**src/hw/rfid_cfg_map.svh**
```systemverilog
// Address map, field positions, reset values and codes of the tag configuration logic.
// Assumes value bit 15 is the word's first (lowest addressed) bit on the air.
`ifndef RFID_CFG_MAP_SVH
`define RFID_CFG_MAP_SVH
// ----------------------------------------
// Word addresses in the EPC bank and the toggle command opcode
// ----------------------------------------
`define CFG_ADDR        16'h0200
`define MPART_ADDR      16'h01f0
`define TOGGLE_OPCODE   16'he007
// ----------------------------------------
// Feature word layout
// ----------------------------------------
`define CFG_TAMPER_BIT  15
`define CFG_EXTSUP_BIT  14
`define CFG_INVOUT_BIT  11
`define CFG_TRANSP_BIT  10
`define CFG_DATAMD_BIT  9
`define CFG_CRRR_BIT    8
`define CFG_CRSHORT_BIT 7
`define CFG_MAXBS_BIT   6
`define CFG_DIGOUT_BIT  5
`define CFG_RRR_BIT     4
`define CFG_UMPROT_BIT  3
`define CFG_EPCPROT_BIT 2
`define CFG_TIDPROT_BIT 1
`define CFG_PSF_BIT     0
`define CFG_IND_MASK    16'hc000
`define CFG_RFU_MASK    16'h3000
`define CFG_TEMP_MASK   16'h0e00
`define CFG_PERM_MASK   16'h01ff
`define CFG_RESET       16'h0000
// ----------------------------------------
// Partition word layout
// ----------------------------------------
`define MP_RFU_MASK     16'hf000
`define MP_EPC_LSB      8
`define MP_PROT_LSB     4
`define MP_PRIV_LSB     0
`define MP_RESET        16'h0000
`define TOTAL_BLOCKS    6'd10
`define MAX_EPC_BLOCKS  4'd5
`define BASE_EPC_BITS   9'd128
`define BLOCK_SHIFT     6
// ----------------------------------------
// CRC-16 and error codes
// ----------------------------------------
`define CRC_PRESET      16'hffff
`define CRC_POLY        16'h1021
`define CRC_RESIDUE     16'h1d0f
`define ERR_MEM_LOCKED  8'h04
`define ERR_NONSPEC     8'h0f
`endif

```
**src/hw/rfid_cfg_pkg.sv**
```systemverilog
// Types shared by the tag configuration logic and its surroundings.
// Assumes the air front end delivers parsed command fields.
package rfid_cfg_pkg;
  typedef enum logic [2:0] {
    TAG_READY, TAG_ARBITRATE, TAG_REPLY, TAG_ACKNOWLEDGED,
    TAG_OPEN, TAG_SECURED, TAG_KILLED
  } tag_state_t;
  typedef struct packed {
    logic        valid;
    logic [15:0] opcode;
    logic [7:0]  rfu;
    logic [15:0] maskXor;
    logic [15:0] handle;
    logic [15:0] crc;
  } toggle_cmd_t;
  typedef struct packed {
    logic        valid;
    logic        write;
    logic [15:0] addr;
    logic [15:0] data;
  } mem_req_t;
  typedef struct packed {
    logic        valid;
    logic        hit;
    logic        error;
    logic [7:0]  errCode;
    logic [15:0] data;
  } mem_rsp_t;
  typedef struct packed {
    logic        valid;
    logic        isError;
    logic [7:0]  errCode;
    logic [15:0] word;
    logic [15:0] handle;
    logic [15:0] crc;
    logic        extPreamble;
  } reply_t;
  typedef struct packed {
    logic [15:0] cfgPerm;
    logic [15:0] memPart;
    logic        memPartLocked;
  } nvm_image_t;
  typedef struct packed {
    logic        req;
    logic [15:0] addr;
    logic [15:0] data;
  } nvm_wr_t;
endpackage

```
**src/hw/rfid_tag_feature_config_control.sv**
```systemverilog
// Feature word, partition word and the toggle command of a passive UHF tag.
// Assumes a front end that parses commands, serialises replies and owns NVM timing.
`timescale 1ns/1ps
`include "rfid_cfg_map.svh"

module rfid_tag_feature_config_control (
  // Clock and reset
  input  wire logic                      clk_sys,
  input  wire logic                      arst_n,
  // Protocol context
  input  wire rfid_cfg_pkg::tag_state_t  tagState,
  input  wire logic [15:0]               sessionHandle,
  input  wire logic [15:0]               rn16,
  input  wire logic                      accessPwZero,
  input  wire logic                      frameSyncSeen,
  input  wire logic                      reqRnSeen,
  input  wire logic                      epcBankLocked,
  input  wire logic                      memLockEvent,
  // Parsed commands
  input  wire rfid_cfg_pkg::toggle_cmd_t toggleCmd,
  input  wire rfid_cfg_pkg::mem_req_t    memReq,
  // Sensed pins
  input  wire logic                      tamperPin,
  input  wire logic                      extSupplyPin,
  // Non-volatile store
  input  wire rfid_cfg_pkg::nvm_image_t  nvmImage,
  output rfid_cfg_pkg::nvm_wr_t          nvmWr,
  input  wire logic                      nvmDone,
  input  wire logic                      nvmFail,
  // Answers
  output rfid_cfg_pkg::reply_t           reply,
  output rfid_cfg_pkg::mem_rsp_t         memRsp,
  output logic                           busy,
  // Feature state
  output logic [15:0]                    cfgWord,
  output logic [15:0]                    memPartWord,
  output logic [8:0]                     epcBits,
  output logic [3:0]                     openBlocks
);
  import rfid_cfg_pkg::*;

  // ----------------------------------------
  // CRC-16, bits taken MSB first
  // ----------------------------------------
  function automatic logic [15:0] crc16Calc(input logic [87:0] bits, input int n);
    logic [15:0] c;
    c = `CRC_PRESET;
    for (int i = 0; i < 88; i++) begin
      if (i < n) begin
        if (c[15] ^ bits[87-i]) c = {c[14:0], 1'b0} ^ `CRC_POLY;
        else c = {c[14:0], 1'b0};
      end
    end
    return c;
  endfunction

  typedef enum logic [1:0] {ST_LOAD, ST_IDLE, ST_COMMIT} fsm_t;

  fsm_t        state_reg, state_next;
  logic [11:0] cfg_reg, cfg_next;
  logic [15:0] mp_reg, mp_next;
  logic        mpLock_reg, mpLock_next;
  logic [1:0]  ind_reg, ind_next;
  logic [15:0] pend_reg, pend_next;
  logic        pendToggle_reg, pendToggle_next;
  logic        pendMp_reg, pendMp_next;
  logic [15:0] pendHandle_reg, pendHandle_next;
  nvm_wr_t     nvm_reg, nvm_next;
  reply_t      reply_reg, reply_next;
  mem_rsp_t    rsp_reg, rsp_next;

  logic [15:0] curWord;
  logic [15:0] mask;
  logic [15:0] toggled;
  logic [15:0] wrCfg;
  logic [15:0] wrMp;
  logic [5:0]  blkSum;
  logic        cmdOk;
  logic        partOk;

  // ----------------------------------------
  // Combinational decode
  // ----------------------------------------
  always_comb begin
    curWord = {ind_reg, 2'b00, cfg_reg};
    mask = toggleCmd.maskXor ^ rn16;
    // Frame is left-aligned so the padding behind the CRC is never clocked in
    cmdOk = toggleCmd.valid && (toggleCmd.opcode == `TOGGLE_OPCODE)
      && ((tagState == TAG_OPEN) || (tagState == TAG_SECURED))
      && (crc16Calc({toggleCmd.opcode, toggleCmd.rfu, toggleCmd.maskXor,
                     toggleCmd.handle, toggleCmd.crc, 16'h0000}, 72) == `CRC_RESIDUE)
      && (toggleCmd.handle == sessionHandle)
      && frameSyncSeen && reqRnSeen
      && ((mask & `CFG_RFU_MASK) == 16'h0000);
    if ((tagState == TAG_OPEN) || accessPwZero) mask = 16'h0000;
    mask = mask & (`CFG_TEMP_MASK | `CFG_PERM_MASK);
    toggled = curWord ^ mask;
    wrCfg = (curWord & (`CFG_IND_MASK | `CFG_RFU_MASK))
      | (memReq.data & (`CFG_TEMP_MASK | `CFG_PERM_MASK));
    wrMp = memReq.data & ~`MP_RFU_MASK;
    blkSum = {2'b00, wrMp[`MP_EPC_LSB +: 4]} + {2'b00, wrMp[`MP_PROT_LSB +: 4]}
      + {2'b00, wrMp[`MP_PRIV_LSB +: 4]};
    partOk = (blkSum <= `TOTAL_BLOCKS)
      && (wrMp[`MP_EPC_LSB +: 4] <= `MAX_EPC_BLOCKS);
  end

  // ----------------------------------------
  // Next state
  // ----------------------------------------
  always_comb begin
    state_next      = state_reg;
    cfg_next        = cfg_reg;
    mp_next         = mp_reg;
    mpLock_next     = mpLock_reg | memLockEvent;
    ind_next        = {tamperPin, extSupplyPin};
    pend_next       = pend_reg;
    pendToggle_next = pendToggle_reg;
    pendMp_next     = pendMp_reg;
    pendHandle_next = pendHandle_reg;
    nvm_next        = nvm_reg;
    nvm_next.req    = 1'b0;
    reply_next      = reply_reg;
    reply_next.valid = 1'b0;
    rsp_next        = rsp_reg;
    rsp_next.valid  = 1'b0;
    unique case (state_reg)
      ST_LOAD: begin
        // Temporary bits come up cleared; only the NVM bits are restored
        cfg_next = 12'(nvmImage.cfgPerm & `CFG_PERM_MASK);
        mp_next = nvmImage.memPart & ~`MP_RFU_MASK;
        mpLock_next = nvmImage.memPartLocked | memLockEvent;
        state_next = ST_IDLE;
      end
      ST_IDLE: begin
        if (cmdOk) begin
          if (((toggled ^ curWord) & `CFG_PERM_MASK) != 16'h0000) begin
            nvm_next.req = 1'b1;
            nvm_next.addr = `CFG_ADDR;
            nvm_next.data = toggled & `CFG_PERM_MASK;
            pend_next = toggled;
            pendToggle_next = 1'b1;
            pendMp_next = 1'b0;
            pendHandle_next = toggleCmd.handle;
            state_next = ST_COMMIT;
          end else begin
            cfg_next = toggled[11:0];
            reply_next.valid = 1'b1;
            reply_next.isError = 1'b0;
            reply_next.errCode = 8'h00;
            reply_next.word = toggled;
            reply_next.handle = toggleCmd.handle;
            reply_next.crc = ~crc16Calc({1'b0, toggled, toggleCmd.handle, 55'h0}, 33);
            reply_next.extPreamble = 1'b1;
          end
        end else if (memReq.valid) begin
          rsp_next.valid = 1'b1;
          rsp_next.error = 1'b0;
          rsp_next.errCode = 8'h00;
          rsp_next.hit = (memReq.addr == `CFG_ADDR) || (memReq.addr == `MPART_ADDR);
          rsp_next.data = 16'h0000;
          if (!memReq.write) begin
            if (memReq.addr == `CFG_ADDR) rsp_next.data = curWord;
            if (memReq.addr == `MPART_ADDR) rsp_next.data = mp_reg;
          end else if (memReq.addr == `CFG_ADDR) begin
            if (epcBankLocked) begin
              rsp_next.error = 1'b1;
              rsp_next.errCode = `ERR_MEM_LOCKED;
            end else if (((wrCfg ^ curWord) & `CFG_PERM_MASK) != 16'h0000) begin
              rsp_next.valid = 1'b0;
              nvm_next.req = 1'b1;
              nvm_next.addr = `CFG_ADDR;
              nvm_next.data = wrCfg & `CFG_PERM_MASK;
              pend_next = wrCfg;
              pendToggle_next = 1'b0;
              pendMp_next = 1'b0;
              state_next = ST_COMMIT;
            end else begin
              cfg_next = wrCfg[11:0];
            end
          end else if (memReq.addr == `MPART_ADDR) begin
            if (mpLock_reg || (tagState != TAG_SECURED) || !partOk) begin
              rsp_next.error = 1'b1;
              rsp_next.errCode = `ERR_MEM_LOCKED;
            end else begin
              rsp_next.valid = 1'b0;
              nvm_next.req = 1'b1;
              nvm_next.addr = `MPART_ADDR;
              nvm_next.data = wrMp;
              pend_next = wrMp;
              pendToggle_next = 1'b0;
              pendMp_next = 1'b1;
              state_next = ST_COMMIT;
            end
          end
        end
      end
      ST_COMMIT: begin
        // Waiting keeps the reply behind the NVM write; the reader's CW covers it
        if (nvmDone || nvmFail) begin
          state_next = ST_IDLE;
          if (nvmDone && !nvmFail) begin
            if (pendMp_reg) begin
              mp_next = pend_reg;
              mpLock_next = 1'b1;
            end else begin
              cfg_next = pend_reg[11:0];
            end
          end
          if (pendToggle_reg) begin
            reply_next.valid = 1'b1;
            reply_next.isError = nvmFail;
            reply_next.errCode = nvmFail ? `ERR_NONSPEC : 8'h00;
            reply_next.word = nvmFail ? curWord : {ind_reg, 2'b00, pend_reg[11:0]};
            reply_next.handle = pendHandle_reg;
            reply_next.crc = ~crc16Calc({1'b0, ind_reg, 2'b00, pend_reg[11:0],
                                         pendHandle_reg, 55'h0}, 33);
            reply_next.extPreamble = 1'b1;
          end else begin
            rsp_next.valid = 1'b1;
            rsp_next.hit = 1'b1;
            rsp_next.error = nvmFail;
            rsp_next.errCode = nvmFail ? `ERR_NONSPEC : 8'h00;
            rsp_next.data = 16'h0000;
          end
        end
      end
    endcase
  end

  // ----------------------------------------
  // Registers
  // ----------------------------------------
  always_ff @(posedge clk_sys or negedge arst_n) begin
    if (!arst_n) begin
      state_reg      <= ST_LOAD;
      cfg_reg        <= 12'(`CFG_RESET);
      mp_reg         <= `MP_RESET;
      mpLock_reg     <= 1'b0;
      ind_reg        <= 2'b00;
      pend_reg       <= 16'h0000;
      pendToggle_reg <= 1'b0;
      pendMp_reg     <= 1'b0;
      pendHandle_reg <= 16'h0000;
      nvm_reg        <= '0;
      reply_reg      <= '0;
      rsp_reg        <= '0;
    end else begin
      state_reg      <= state_next;
      cfg_reg        <= cfg_next;
      mp_reg         <= mp_next;
      mpLock_reg     <= mpLock_next;
      ind_reg        <= ind_next;
      pend_reg       <= pend_next;
      pendToggle_reg <= pendToggle_next;
      pendMp_reg     <= pendMp_next;
      pendHandle_reg <= pendHandle_next;
      nvm_reg        <= nvm_next;
      reply_reg      <= reply_next;
      rsp_reg        <= rsp_next;
    end
  end

  // ----------------------------------------
  // Outputs
  // ----------------------------------------
  always_comb begin
    nvmWr = nvm_reg;
    reply = reply_reg;
    memRsp = rsp_reg;
    busy = (state_reg != ST_IDLE);
    cfgWord = {ind_reg, 2'b00, cfg_reg};
    memPartWord = mp_reg;
    epcBits = `BASE_EPC_BITS
      + 9'({5'd0, mp_reg[`MP_EPC_LSB +: 4]} << `BLOCK_SHIFT);
    openBlocks = 4'(`TOTAL_BLOCKS - ({2'b00, mp_reg[`MP_EPC_LSB +: 4]}
      + {2'b00, mp_reg[`MP_PROT_LSB +: 4]} + {2'b00, mp_reg[`MP_PRIV_LSB +: 4]}));
  end
endmodule // rfid_tag_feature_config_control

```
**config.mk**
```make
export PLATFORM = sky130hd
export DESIGN_NAME = rfid_tag_feature_config_control
export DESIGN_NICKNAME = d
export VERILOG_FILES = /design/src/hw/rfid_cfg_pkg.sv /design/src/hw/rfid_tag_feature_config_control.sv
export VERILOG_INCLUDE_DIRS = /design/src /design/src/hw
export SDC_FILE = /design/constraint.sdc
export NUM_CORES = 1
export LEC_CHECK = 0
export ABC_AREA = 1
export BUFFER_PORTS_ARGS = -buffer_cell sky130_fd_sc_hd__buf_2
export CORE_MARGIN = 2
export CORE_UTILIZATION = 25
export DETAILED_ROUTE_END_ITERATION = 16
export PLACE_DENSITY_LB_ADDON = 0.15
export SETUP_SLACK_MARGIN = 0.02
export SLEW_MARGIN = 20
export SYNTH_ARGS = -nofsm -noshare
export SYNTH_HDL_FRONTEND = slang
export SYNTH_SLANG_ARGS = --single-unit
```
**constraint.sdc**
```tcl
create_clock -name clk_sys -period 3.5 [get_ports clk_sys]
set_input_delay 0.875 -clock clk_sys [delete_from_list [all_inputs] [get_ports clk_sys]]
set_output_delay 0.875 -clock clk_sys [all_outputs]
set_load 0.02 [all_outputs]
```
==> impl_summary.md <==
Outcome
The flow ran to the end, but the final reports show violations. The final reports fail on negative setup slack.

Die
The area of the core region is 54,770 um2. The floorplan die width is 238.7 um. The total die area is 56,980 um2.

The number of placement rows is 86. The overall die height is 238.7 um. The initial utilization of the core area, before any placement, comes to 25.14%. The number of top-level pins is 351.

Yosys
In this run the mean area of a mapped cell was 6.426 um2. The area of the mapped netlist is 13,770 um2. The number of synthesized flops with an enable pin is 0. The cell count after synthesis is 2,143. Among all flip-flop cells after synthesis, the most frequent one is sky130_fd_sc_hd__dfrtp_1.

The share of flip-flops with an asynchronous set or reset after synthesis is 100.0%. The number of different library cells used by synthesis comes to 44. The share of the Yosys chip area taken by registers is 26.35%. In this run, synthesis produced a sequential element count of 145. The warning count from the yosys run is 0.

GRT
The global-route usage over all layers is 20.99%. For this run the aggregate overflow at the end of global routing stands at 0. The initial antenna violation count came to 0.

Entering global routing, the biggest net connects 60 pins. The first global-routing pass estimated 91,030 um of wire. The number of global-route vias before repair is 15,610.

Critical path
Tracing the worst setup path back leads to its startpoint at toggleCmd[64]. The stage delay of the slowest cell on the critical path is 0.24 ns. The element type at the critical path end is a flop. The data arrival time of the critical path is 5.09 ns.

The cell with the biggest individual delay on the critical path is sky130_fd_sc_hd__xor2_4. The kind of start point of the critical path is an input pin. The depth of the worst register-to-register path is 13. The category of the most critical setup path is input pin to flop.

In this run the worst path has a maximum fanout of 8. The startpoint identified for the worst register-to-register timing path is ind_reg[1]$_DFF_PN0_. The worst path required time is 3.89 ns. Counting stages on the worst path, the most repeated cell is sky130_fd_sc_hd__nor2_4.

Clocking
The clock sink total is 145. After clock tree synthesis, the clock-pin slew on the worst setup and hold paths is 0.07 ns. The clock passes through at most 2 buffers. In this run the number of H-tree levels came out at 4. The later pin in the worst-skew pair is clocked with a latency of 0.45 ns. In this run, CTS created clock tree buffers numbering 17. The clock tree root driver cell is sky130_fd_sc_hd__clkbuf_16. The TritonCTS clock tree is yes. Buffers inserted to repair hold after CTS numbered 0.

Final layout
The flip-flop count of the largest register after layout is 49. From synthesis to final layout, the design area changed by 58.00%. The storage element area is 3628 um2.

The filler cells instantiated in the layout total 5,742. Summing all multi-input logic gate instances after layout gives 11,080 um2. The utilization after layout is 39.73%. The number of nets in the finished design is 2,943. Cells with a size suffix above 1 make up 42.53% of the layout.

Once layout is done, the placed cells without fillers occupy 21,760 um2. The number of antenna diodes is 0. The finished layout holds 3,455 standard cells, fillers aside.

Route
In the routed design, unresolved DRC markers number 0. Before antenna repair, the detailed router went through 5 iterations. Using the TritonRoute via totals, the vias-per-cell ratio works out to 4.536. The remaining antenna violation count after routing is 0. After detailed routing, the average wire length per cell comes to 17.68 um. The count of vias placed by the detailed router is 15,670. The sum of routed wire length over all layers is 61,090 um.

The first routing iteration left 842 violations.

Timing
Setup repair after global routing could not meet its margin everywhere. Setup violations remaining at the end of the flow were counted as 128. Across all hold checks on the routed design, the worst slack comes to 0.3927 ns. The remaining max-slew budget at the tightest pin is 45.22%. The final critical delay including setup and external delays is 4.705 ns. The upper clock frequency limit is 212.5 MHz. The final critical-path share of the clock period is 134.4%. For the pin with the worst max-slew slack, the measured transition is 0.8207 ns. The final count of hold timing violations is 0. The worst-case setup margin in the final layout is -1.205 ns.

The setup TNS after final layout is -143.53 ns. The largest clock skew in the final design is 0.01329 ns. The number of pins exceeding their max-slew limit in the final report is 0.

Pwr
Dividing total power by cell area gives a power density of 1204 nW/um2. In this run the static leakage power is 11.80 nW. IR analysis of the VDD net gives a maximum drop of 1.277 mV.

Placement
In this run the cell area measured after placement is 18,360 um2. The number of cells after detailed placement is 3,359. The weighted congestion reported at the end of routability-driven placement is 0.8686. The half-perimeter wire length after detailed placement is 48,790 um.

Buffers placed on the I/O ports in this run total 297.

Run
The tool flagged a number of max-cap violations equal to 0.

Worst hold path
The class of the worst hold path is input pin to async pin.
-- final cells by class --
cell class / instances / area share (%)
Multi-Input combinational cell: 1688 / 50.91
Clock inverter: 13 / 0.6843
Sequential cell: 145 / 16.68
Clock buffer: 19 / 2.036
Timing Repair Buffer: 639 / 21.12
Tap cell: 704 / 4.048
Inverter: 247 / 4.520
-- per-stage QoR --
| stage | setup WS, ns | power, W |
|---|---|---|
| 2_1_floorplan | -0.8049 | 0.01380 |
| 3_5_place_dp | -1.938 | 0.02049 |
| 5_1_grt | -1.463 | 0.02824 |
| 3_3_place_gp | -1.861 | 0.02040 |
| 4_1_cts | -1.185 | 0.02421 |
| 6_report | -1.205 | 0.02619 |
-- worst max-delay path: cells and delay by family --
family	cells	cell delay [ns]
buf+inv	10	1.35
xor+xnor	2	0.40
compound gates	1	0.10
simple gates	23	2.35
-- what timing repair did --
item,in CTS,in global routing
setup endpoints to repair,130,129
gates resized for setup,239,290
pin swaps,81,178
setup buffers,31,24
cloned,5,6
-- path summary, 6_finish.rpt --
kind	end	slack, ns
max in group asynchronous	pend_reg[6]$_DFFE_PN0P_	2.21
min	memRsp[2]$_DFFE_PN0P_	0.39
min in group clk_sys	reply[1]$_DFFE_PN0P_	0.47
max reg2reg	reply[13]$_DFFE_PN0P_	0.13
max	nvmWr[2]$_DFFE_PN0P_	-1.21
min reg2reg	reply[1]$_DFFE_PN0P_	0.47
-- Yosys cell counts (all sizes together) (4+ instances only) --
cell type | instances | area, um2
nand3b | 16 | 120.1
xor2 | 136 | 1191
fa | 8 | 160.2
a31oi | 9 | 56.30
nor3 | 4 | 20.02
nand3 | 235 | 1326
nor4 | 9 | 56.30
nand4 | 9 | 56.30
xnor2 | 59 | 516.8
inv | 244 | 915.9
or2 | 11 | 68.82
o21ai | 101 | 505.5
clkbuf | 28 | 105.1
buf | 71 | 548.0
o21bai | 4 | 30.03
a21oi | 37 | 185.2
ha | 11 | 137.6
nand2 | 916 | 3709
nor2 | 74 | 326.6
dfrtp | 145 | 3628
-- per-layer routing --
layer	part of all wire (%)	wire length, um	vias up	track usage, %
met3	3.7	2237	54	1.917
met1	46	27970	7432	27.57
met4	2.0	1229	0	5.720
li1	-	-	7818	-
met5	0	0	-	0
met2	49	29660	367	36.69
-- cell usage in the layout (no fill, tap or decap), types with 14 or more instances in the layout --
cell type / netlist / layout
sky130_fd_sc_hd__nand3_1: 208 / 135
sky130_fd_sc_hd__a21oi_1: 37 / 32
sky130_fd_sc_hd__inv_1: 223 / 190
sky130_fd_sc_hd__nand2_2: 66 / 147
sky130_fd_sc_hd__nor2_1: 66 / 48
sky130_fd_sc_hd__buf_2: 6 / 287
sky130_fd_sc_hd__nand3_2: 25 / 50
sky130_fd_sc_hd__inv_2: 21 / 42
sky130_fd_sc_hd__xor2_1: 136 / 130
sky130_fd_sc_hd__dfrtp_1: 145 / 145
sky130_fd_sc_hd__nand2_1: 836 / 639
sky130_fd_sc_hd__nand2_4: 14 / 109
sky130_fd_sc_hd__nand3b_1: 16 / 16
sky130_fd_sc_hd__nor2_4: 3 / 14
sky130_fd_sc_hd__xnor2_1: 59 / 51
sky130_fd_sc_hd__buf_4: 57 / 295
sky130_fd_sc_hd__o21ai_1: 23 / 27
sky130_fd_sc_hd__buf_6: 8 / 27
sky130_fd_sc_hd__nand2_8: 0 / 22
sky130_fd_sc_hd__conb_1: 1 / 36
sky130_fd_sc_hd__nand3_4: 2 / 50
sky130_fd_sc_hd__buf_12: 0 / 17
sky130_fd_sc_hd__clkbuf_16: 0 / 22
sky130_fd_sc_hd__o21ai_0: 78 / 66
-- power breakdown --
group	switching, W	total, W	internal, W
clock	0.000863	0.00189	0.00103
sequential	0.000193	0.00210	0.00190
combinational	0.0127	0.0222	0.00952
total	0.0137	0.0262	0.0125
-- cell families after synthesis --
kind of cell             after synthesis  synth area share (%)
AND/OR/NAND/NOR                     1276                 41.37
buffers and inverters                346                 11.48
XOR/XNOR                             195                 12.40
AO/OA/AOI/OAI                        161                 6.215
flip-flops                           145                 26.35
adder cells (fa/ha/maj)               19                 2.162
other                                  1               0.02723
(Power assumes the default switching activity.)
